**src/core/sdf_pkg.sv**
```systemverilog
// Constants and types for the sigma-delta conversion timing block
// Behaviour
// - chop swaps polarity, averages successive conversions
// - sinc3 chop period is 3x1024xrate clocks
// - channel change resets, first result after two periods
// - mid-conversion step settles at third result
// - nonzero average select enables sinc4 postfilter averaging
// - zero average select disables fast settling
// - fast settling period (4+avg-1)x1024xrate, settle one
// - fast settling adds no channel change delay
// - fast settling async step gives one unsettled
// - chop in fast settling doubles settling only
// - 60 Hz notch at rate 96 keeps rate
// - sinc notch strobe every 1024xrate clocks
// - chop results average opposite polarity pairs
// - sinc4 chop period 4x1024xrate, settle two periods
package sdf_pkg;

  // Decimation and rate word
  localparam int unsigned SDF_RATE_W     = 10;
  localparam logic [9:0]  SDF_DECIM_LAST = 10'h3FF;
  localparam logic [9:0]  SDF_RATE_MIN   = 10'h001;
  localparam logic [9:0]  SDF_RATE_RST   = 10'h060;
  localparam logic [9:0]  SDF_NOTCH_RATE = 10'h060;

  // Sinc orders and averaging counts
  localparam logic [4:0]  SDF_ORDER_SINC3 = 5'h03;
  localparam logic [4:0]  SDF_ORDER_SINC4 = 5'h04;
  localparam logic [4:0]  SDF_AVG_OFF     = 5'h00;
  localparam logic [4:0]  SDF_AVG_2       = 5'h02;
  localparam logic [4:0]  SDF_AVG_8       = 5'h08;
  localparam logic [4:0]  SDF_AVG_16      = 5'h10;
  localparam logic [4:0]  SDF_ONE         = 5'h01;

  // Settling in output periods
  localparam logic [1:0]  SDF_SETTLE_CHOP = 2'h2;
  localparam logic [1:0]  SDF_SETTLE_FAST = 2'h1;

  // Register byte addresses
  localparam logic [7:0]  SDF_ADDR_MODE   = 8'h00;
  localparam logic [7:0]  SDF_ADDR_CTRL   = 8'h04;
  localparam logic [7:0]  SDF_ADDR_STATUS = 8'h08;
  localparam logic [7:0]  SDF_ADDR_TIMING = 8'h0C;

  // Mode register fields
  localparam int unsigned SDF_MODE_RATE_LSB = 0;
  localparam int unsigned SDF_MODE_NOTCH    = 10;
  localparam int unsigned SDF_MODE_AVG_LO   = 11;
  localparam int unsigned SDF_MODE_AVG_HI   = 12;
  localparam int unsigned SDF_MODE_CHOP     = 13;
  localparam int unsigned SDF_MODE_SINC3    = 14;

  // Control, status and timing fields
  localparam int unsigned SDF_CTRL_CHAN     = 0;
  localparam int unsigned SDF_STAT_SETTLING = 0;
  localparam int unsigned SDF_STAT_POL      = 1;
  localparam int unsigned SDF_STAT_SETTLED  = 2;
  localparam int unsigned SDF_STAT_FAST     = 3;
  localparam int unsigned SDF_STAT_NOTCH    = 4;
  localparam int unsigned SDF_STAT_COUNT    = 8;
  localparam int unsigned SDF_TIM_PHASES    = 0;
  localparam int unsigned SDF_TIM_SETTLE    = 8;

  typedef enum logic {SDF_SETTLE, SDF_RUN} sdf_state_type;

endpackage

```
**src/core/sdf_timing.sv**
```systemverilog
// Conversion timing and sequencing for the sigma-delta decimation filter
`timescale 1ns/1ps

module sdf_timing (
  // Clock and reset
  input  wire logic        clk_i,
  input  wire logic        rst_n_i,
  // Register port
  input  wire logic [7:0]  reg_addr_i,
  input  wire logic [31:0] reg_wdata_i,
  input  wire logic        reg_wr_i,
  input  wire logic        reg_rd_i,
  output logic      [31:0] reg_rdata_o,
  // Sequencer and analog events
  input  wire logic        channel_change_i,
  input  wire logic        analog_step_i,
  // Filter control
  output logic             filter_reset_o,
  output logic             sinc_sample_o,
  output logic             postfilter_sample_o,
  output logic             chop_polarity_o,
  output logic [4:0]       avg_count_o,
  output logic             fast_settling_o,
  output logic             notch_60hz_active_o,
  // Results
  output logic             data_ready_o,
  output logic             result_settled_o,
  output logic             pair_average_o
);

  // All block state in one packed record
  typedef struct packed {
    // Sequencer state
    sdf_pkg::sdf_state_type state;

    // Copy of the mode register
    logic [9:0]  rate;
    logic        notch;
    logic        avg_hi;
    logic        avg_lo;
    logic        chop;
    logic        sinc3;

    // Decimation, phase and settling counters
    logic [9:0]  cyc;
    logic [9:0]  blk;
    logic [4:0]  phase;
    logic [1:0]  settle_cnt;
    logic        polarity;

    // Result settling tracking
    logic [1:0]  unsettled;
    logic [7:0]  results;
    logic        last_settled;

    // Step synchroniser and filtered level
    logic [2:0]  step_sync;
    logic        step_level;

    // Registered pulses and read data
    logic        filter_reset;
    logic        sinc_sample;
    logic        post_sample;
    logic        data_ready;
    logic        settled;
    logic        pair_avg;
    logic [31:0] rdata;
  } sdf_core_state_type;

  // Reset: settling state, rate 96, all else zero
  localparam sdf_core_state_type RESET_STATE = '{
    state:   sdf_pkg::SDF_SETTLE,
    rate:    sdf_pkg::SDF_RATE_RST,
    default: '0
  };

  // Current and next state
  sdf_core_state_type r;
  sdf_core_state_type next_r;

  // Decoded configuration
  logic [9:0] rate_eff;
  logic [4:0] avg_count;
  logic       fast;
  logic [4:0] phases;
  logic [1:0] settle_per;
  logic       notch_active;
  logic       notch_rate_hit;

  // Events and period boundaries
  logic       restart_pin;
  logic       restart_ctrl;
  logic       restart_mode;
  logic       chan_req;
  logic       phase_end;
  logic       last_block;
  logic       out_end;
  logic       settle_done;
  logic       emit;
  logic       step_event;
  logic       step_sync_pt;

  // Rate word, zero treated as the minimum
  always_comb begin
    if (r.rate == '0) begin
      rate_eff = sdf_pkg::SDF_RATE_MIN;
    end else begin
      rate_eff = r.rate;
    end
  end

  // Averaging select decode
  always_comb begin
    unique case ({r.avg_hi, r.avg_lo})
      2'h0: avg_count = sdf_pkg::SDF_AVG_OFF;
      2'h1: avg_count = sdf_pkg::SDF_AVG_2;
      2'h2: avg_count = sdf_pkg::SDF_AVG_8;
      2'h3: avg_count = sdf_pkg::SDF_AVG_16;
    endcase
    // Nonzero select enables fast settling
    fast = (avg_count != sdf_pkg::SDF_AVG_OFF);
  end

  // Filter order in notch periods per output
  always_comb begin
    if (fast) begin
      // Sinc4 plus postfilter: 4 + avg - 1 notch periods
      phases = sdf_pkg::SDF_ORDER_SINC4 + avg_count - sdf_pkg::SDF_ONE;
    end else if (r.sinc3) begin
      phases = sdf_pkg::SDF_ORDER_SINC3;
    end else begin
      phases = sdf_pkg::SDF_ORDER_SINC4;
    end
  end

  // Settling: one period in plain fast mode, two with chop
  always_comb begin
    if (fast && !r.chop) begin
      settle_per = sdf_pkg::SDF_SETTLE_FAST;
    end else begin
      settle_per = sdf_pkg::SDF_SETTLE_CHOP;
    end
  end

  // Rejection notch flag, chop mode at the notch rate only
  always_comb begin
    notch_rate_hit = (rate_eff == sdf_pkg::SDF_NOTCH_RATE);
    notch_active   = r.notch && r.chop && !fast && notch_rate_hit;
  end

  // Restart requests: pin, control bit or any mode write
  always_comb begin
    restart_pin  = channel_change_i;
    restart_ctrl = reg_wr_i
                   && (reg_addr_i == sdf_pkg::SDF_ADDR_CTRL)
                   && reg_wdata_i[sdf_pkg::SDF_CTRL_CHAN];
    restart_mode = reg_wr_i && (reg_addr_i == sdf_pkg::SDF_ADDR_MODE);
    chan_req     = restart_pin || restart_ctrl || restart_mode;
  end

  // Notch period and output period boundaries
  always_comb begin
    // Notch period ends on the last cycle of the last block
    last_block  = (r.blk == rate_eff - 10'h001);
    phase_end   = (r.cyc == sdf_pkg::SDF_DECIM_LAST) && last_block;
    out_end     = phase_end && (r.phase == phases - sdf_pkg::SDF_ONE);
    // Settling ends on the last settling period
    settle_done = (r.settle_cnt + 2'h1 == settle_per);
    emit        = out_end && (r.state == sdf_pkg::SDF_RUN || settle_done);
  end

  // Filtered step: second and third stages must agree
  always_comb begin
    step_event   = (r.step_sync[1] == r.step_sync[2])
                   && r.step_sync[2] && !r.step_level;
    // A step on the conversion boundary counts as synchronised
    step_sync_pt = out_end;
  end

  // Next state
  always_comb begin
    next_r = r;
    // Pulses and read data default low
    next_r.filter_reset = 1'b0;
    next_r.sinc_sample  = 1'b0;
    next_r.post_sample  = 1'b0;
    next_r.data_ready   = 1'b0;
    next_r.pair_avg     = 1'b0;
    next_r.rdata        = '0;

    // Step input synchroniser
    next_r.step_sync = {r.step_sync[1:0], analog_step_i};
    // Level follows only when stages two and three agree
    if (r.step_sync[1] == r.step_sync[2]) begin
      next_r.step_level = r.step_sync[2];
    end

    // Mode register write
    // Restart follows through chan_req
    if (restart_mode) begin
      next_r.rate   = reg_wdata_i[sdf_pkg::SDF_MODE_RATE_LSB +: sdf_pkg::SDF_RATE_W];
      next_r.notch  = reg_wdata_i[sdf_pkg::SDF_MODE_NOTCH];
      next_r.avg_lo = reg_wdata_i[sdf_pkg::SDF_MODE_AVG_LO];
      next_r.avg_hi = reg_wdata_i[sdf_pkg::SDF_MODE_AVG_HI];
      next_r.chop   = reg_wdata_i[sdf_pkg::SDF_MODE_CHOP];
      next_r.sinc3  = reg_wdata_i[sdf_pkg::SDF_MODE_SINC3];
    end

    if (chan_req) begin
      // Restart modulator and filter
      next_r.state        = sdf_pkg::SDF_SETTLE;
      // Counters and chop phase back to zero
      next_r.cyc          = '0;
      next_r.blk          = '0;
      next_r.phase        = '0;
      next_r.settle_cnt   = '0;
      next_r.polarity     = 1'b0;
      next_r.unsettled    = '0;
      // One-cycle pulse to the filter
      next_r.filter_reset = 1'b1;
    end else begin
      // Decimation counters, one block per 1024 clocks
      if (r.cyc == sdf_pkg::SDF_DECIM_LAST) begin
        next_r.cyc = '0;
        if (phase_end) begin
          next_r.blk = '0;
        end else begin
          next_r.blk = r.blk + 10'h001;
        end
      end else begin
        next_r.cyc = r.cyc + 10'h001;
      end

      // Notch period strobes
      if (phase_end) begin
        next_r.sinc_sample = 1'b1;
        next_r.post_sample = fast;
        if (out_end) begin
          next_r.phase = '0;
        end else begin
          next_r.phase = r.phase + sdf_pkg::SDF_ONE;
        end
      end

      // Output period end
      if (out_end) begin
        // Swap input polarity after every conversion
        if (r.chop) begin
          next_r.polarity = !r.polarity;
        end
        if (r.state == sdf_pkg::SDF_SETTLE) begin
          next_r.settle_cnt = r.settle_cnt + 2'h1;
        end
      end

      // Result emission
      if (emit) begin
        next_r.state        = sdf_pkg::SDF_RUN;
        next_r.data_ready   = 1'b1;
        // Settled state of this result
        next_r.settled      = (r.unsettled == '0);
        next_r.last_settled = (r.unsettled == '0);
        next_r.pair_avg     = r.chop;
        // Count results, retire one unsettled
        next_r.results      = r.results + 8'h01;
        if (r.unsettled != '0) begin
          next_r.unsettled = r.unsettled - 2'h1;
        end
      end

      // Step marks later results unsettled; set wins over decrement
      if (step_event && r.state == sdf_pkg::SDF_RUN) begin
        if (step_sync_pt) begin
          // Synchronised step: only the settling periods in flight
          next_r.unsettled = settle_per - 2'h1;
        end else begin
          // Mid-conversion step costs one more result
          next_r.unsettled = settle_per;
        end
      end
    end

    // Register reads, data in following cycle only
    if (reg_rd_i) begin
      unique case (reg_addr_i)
        sdf_pkg::SDF_ADDR_MODE: begin
          // Rate, notch, averaging, chop and sinc select
          next_r.rdata[sdf_pkg::SDF_MODE_RATE_LSB +: sdf_pkg::SDF_RATE_W] = r.rate;
          next_r.rdata[sdf_pkg::SDF_MODE_NOTCH] = r.notch;
          next_r.rdata[sdf_pkg::SDF_MODE_AVG_LO] = r.avg_lo;
          next_r.rdata[sdf_pkg::SDF_MODE_AVG_HI] = r.avg_hi;
          next_r.rdata[sdf_pkg::SDF_MODE_CHOP] = r.chop;
          next_r.rdata[sdf_pkg::SDF_MODE_SINC3] = r.sinc3;
        end
        sdf_pkg::SDF_ADDR_STATUS: begin
          // Settling, polarity, settled, fast, notch, count
          next_r.rdata[sdf_pkg::SDF_STAT_SETTLING] = (r.state == sdf_pkg::SDF_SETTLE);
          next_r.rdata[sdf_pkg::SDF_STAT_POL] = r.polarity;
          next_r.rdata[sdf_pkg::SDF_STAT_SETTLED] = r.last_settled;
          next_r.rdata[sdf_pkg::SDF_STAT_FAST] = fast;
          next_r.rdata[sdf_pkg::SDF_STAT_NOTCH] = notch_active;
          next_r.rdata[sdf_pkg::SDF_STAT_COUNT +: 8] = r.results;
        end
        sdf_pkg::SDF_ADDR_TIMING: begin
          // Notch periods per output and settle periods
          next_r.rdata[sdf_pkg::SDF_TIM_PHASES +: 5] = phases;
          next_r.rdata[sdf_pkg::SDF_TIM_SETTLE +: 2] = settle_per;
        end
        sdf_pkg::SDF_ADDR_CTRL: begin
          // Control is write-only
          next_r.rdata = '0;
        end
        default: next_r.rdata = '0; // Unmapped reads zero
      endcase
    end
  end

  // State register
  always_ff @(posedge clk_i or negedge rst_n_i) begin
    if (!rst_n_i) begin
      r <= RESET_STATE;
    end else begin
      r <= next_r;
    end
  end

  // Register port read data
  assign reg_rdata_o         = r.rdata;

  // Filter control and mode flags
  assign filter_reset_o      = r.filter_reset;
  assign sinc_sample_o       = r.sinc_sample;
  assign postfilter_sample_o = r.post_sample;
  assign chop_polarity_o     = r.polarity;
  assign avg_count_o         = avg_count;
  assign fast_settling_o     = fast;
  assign notch_60hz_active_o = notch_active;

  // Result strobes and flags
  assign data_ready_o        = r.data_ready;
  assign result_settled_o    = r.settled;
  assign pair_average_o      = r.pair_avg;

endmodule

```
**config.mk**
```make
export PLATFORM = sky130hd
export DESIGN_NAME = sdf_timing
export DESIGN_NICKNAME = d
export VERILOG_FILES = /design/src/core/sdf_pkg.sv /design/src/core/sdf_timing.sv
export SDC_FILE = /design/constraint.sdc
export NUM_CORES = 1
export LEC_CHECK = 0
export ABC_CLOCK_PERIOD_IN_PS = 3400
export BUFFER_PORTS_ARGS = -buffer_cell sky130_fd_sc_hd__clkbuf_2
export CORE_UTILIZATION = 30
export DETAILED_ROUTE_END_ITERATION = 10
export PLACE_DENSITY_LB_ADDON = 0.3
export SLEW_MARGIN = 40
export SYNTH_ARGS = -nofsm -noshare
export SYNTH_HDL_FRONTEND = slang
export SYNTH_SLANG_ARGS = --single-unit
```
**constraint.sdc**
```tcl
create_clock -name clk_i -period 3.4 [get_ports clk_i]
set_input_delay 0.17 -clock clk_i [delete_from_list [all_inputs] [get_ports clk_i]]
set_output_delay 0.17 -clock clk_i [all_outputs]
set_load 0.01 [all_outputs]
```
==> out/metrics.csv <==
metric,value,unit
"Top FF cell, synth",dfrtp_1,
critical path class,register to register,
Setup crit start kind,register,
initial antenna violation count,0,
Worst setup EP type,register,
total grt overflow,0,
drt drc,0,
"Reg clk slew, reported paths",0.06,ns
asr flop ratio synth,1.000,
worst hold path startpoint,reg_wdata_i[5],
total die area,14980,sq um
Die Span Y,122.4,um
worst endpoint data arrival time,3.40,ns
Util after Layout,0.3640,
DIE WIDTH,122.4,um
RSZ-0062 raised after global routing,false,
worst-path fanout max,9,
H-tree levels,3,
DR pass1 iterations,6,
Post-Synthesis Cells,436,
Placement Setup Slack,0.2525,ns
Starting DRT DRC Count,206,
HPWL after detailed placement,7.121,mm
first-pass GRT wire length,16.22,mm
Post-synth EDFFs,0,
clk_lat worst skew,0.35,ns
Max-Cap Viols,0,
Final nets,541,
final number of setup-violating endpoints,0,
Seq cells post-synth,80,
Finished Layout Cells,672,
worst vdd ir,0.2668,mV
Max clock buf depth,2,
DR vias/cell,4.807,
GRT Overall Usage,0.1429,
post-synthesis sequential area ratio,0.4610,
num rows,43,
R2R Path Start,r[91]$_DFFE_PN1P_,
status,finished clean,
Setup TNS,0,ns
most frequent cells in the layout,"dfrtp_1 (78), clkbuf_2 (55), nor2_1 (42)",
maximum operating frequency,317.7,MHz
Power Dens Cells,452.4,nW/um^2
RD Place Congestion,0.7851,
Synth cell types,59,
clock root cell,clkbuf_16,
Port-buffer cells,56,
CTS buffer count,9,
CTS tree,done,
period utilization,0.9259,
io pins,92,
Max Slew Vio Count,0,
synthesis-to-finish area growth,17.12,%
Routed Antenna Nets,0,
DP Cell Count,654,
Worst Setup SP,r[91]$_DFFE_PN1P_,
Clock Skews,0.006454,ns
Starting Density,0.3108,
final hold violations,0,
pin count of the biggest net entering global routing,81,
Slew HR,0.5654,
vias post-DR,3230,
WL per Instance,14.53,um
fin crit period,3.148,ns
fin worst setup slack,0.2521,ns
CTS sink count,80,
Synth Cell Area,4348,sq um
static leakage,2.369,nW
core box area,13990,sq um
share of cells above drive strength 1,0.2358,
slew of the pin with the lowest slew margin,0.6519,ns
Post-CTS Setup Inserts,0,
worst path required time,3.65,ns
"most common cell after layout, fill and taps aside",dfrtp_1,
Post-Syn Area per Cell,9.972,sq um
type of the worst min-delay path,input port to register,
Tot Pwr,2.304,mW
vias in the first global route,3195,
diode count,0,
Post-Route WL,9.763,mm
synth warn,0,
==> layout make-up <==
cell class / instances / area [sq um]
fillers: 1433 / 8896
multi-input cells: 307 / 2033
flip-flops and latches: 80 / 2004
repair buffers: 74 / 429.2
clock buffers: 9 / 225.2
well taps: 180 / 225.2
clock inverters: 7 / 118.9
inverters: 15 / 56.30
==> per-layer routing <==
layer,GRT usage,vias up,share of wire
li1,-,1579,-
met1,0.1823,1554,0.46
met2,0.2328,87,0.47
met3,0.04461,10,0.051
met4,0.03735,0,0.012
met5,0,-,0
==> power by group <==
part	internal, mW	switching (mW)
Combinational	0.0755	0.117
Clock	0.718	0.404
Sequential	0.972	0.0178
Total	1.77	0.538
==> cell usage after synthesis, drive strengths merged, types with 2 or more instances <==
cell | instances | area, sq um
o21ai | 16 | 80.08
dfstp | 2 | 52.55
nor3 | 12 | 76.33
or2 | 2 | 12.51
ha | 8 | 100.1
and2 | 7 | 43.79
nor2b | 4 | 25.02
or3 | 6 | 37.54
xnor2 | 8 | 70.07
nand4 | 13 | 87.58
nand3b | 4 | 30.03
o21bai | 2 | 15.01
nor2 | 43 | 163.9
xor2 | 24 | 210.2
o21a | 2 | 15.01
and4 | 3 | 26.28
nor4 | 3 | 40.04
inv | 15 | 56.30
and3 | 8 | 50.05
nand4b | 3 | 26.28
dfrtp | 78 | 1952
mux2 | 16 | 180.2
nor4b | 2 | 38.78
buf | 38 | 274.0
a21oi | 18 | 90.09
a22oi | 5 | 37.54
o211ai | 3 | 22.52
clkbuf | 13 | 48.80
a31oi | 2 | 12.51
nand2 | 22 | 82.58
or4 | 2 | 15.01
nand3 | 20 | 110.1
a311o | 2 | 20.02
nand2b | 10 | 62.56
mux2i | 6 | 60.06
a211oi | 2 | 15.01
==> repair_timing <==
action	in CTS	in global routing
setup endpoints to repair	0	2
gates resized for setup	0	1
hold endpoints to repair	79	0
hold buffers	2	0
==> state kept, by name, summed over array words and instances, names as in the netlist <==
name and flops:
next_r 2, r 55, pair_average_o 1, data_ready_o 1, sinc_sample_o 1, postfilter_sample_o 1, reg_rdata_o 16, result_settled_o 1
filter_reset_o 1, chop_polarity_o 1
==> final timing paths <==
path | endpoint | slack, ns | cells past startpoint
worst min register to register | next_r[41]$_DFF_PN0_ | 0.35 | 0
max in group asynchronous | r[50]$_DFFE_PN0P_ | 2.52 | 2
worst max register to register | r[51]$_DFFE_PN0P_ | 0.25 | 11
worst max-delay path | r[51]$_DFFE_PN0P_ | 0.25 | 11
worst min-delay path | r[91]$_DFFE_PN1P_ | 0.03 | 3
min in group asynchronous | next_r[40]$_DFF_PN0_ | 0.40 | 2
==> metrics by stage <==
step,instance area (sq um),hold slack (ns)
6_report,5092,0.02685
5_1_grt,5092,0.03867
4_1_cts,5085,0.02772
3_5_place_dp,4721,0.2745
3_3_place_gp,4717,0.2832
2_1_floorplan,4412,-0.1256
==> critical path, stage by stage (launching register included) <==
cell and delay (ns):
dfstp_2 0.53, nor2_1 0.09, a41oi_1 0.25, ha_1 0.27, nor4b_4 0.31, nand4b_1 0.13, and2_1 0.22, nor4_4 0.35
nand4_2 0.29, ha_1 0.37, nor2_1 0.04, a211oi_1 0.20
==> logic make-up (layout without fill, tap and decap cells) <==
family	Yosys count	in the layout	synth area share
buf+inv	66	105	0.08719
other cells	1	18	0.0008625
fa+ha+maj	8	8	0.02302
simple gates	166	166	0.2176
flops	80	80	0.4610
compound gates	61	61	0.09065
xor+xnor	32	32	0.06446
mux	22	22	0.05525
No activity file was read; power rests on OpenSTA's default activity.
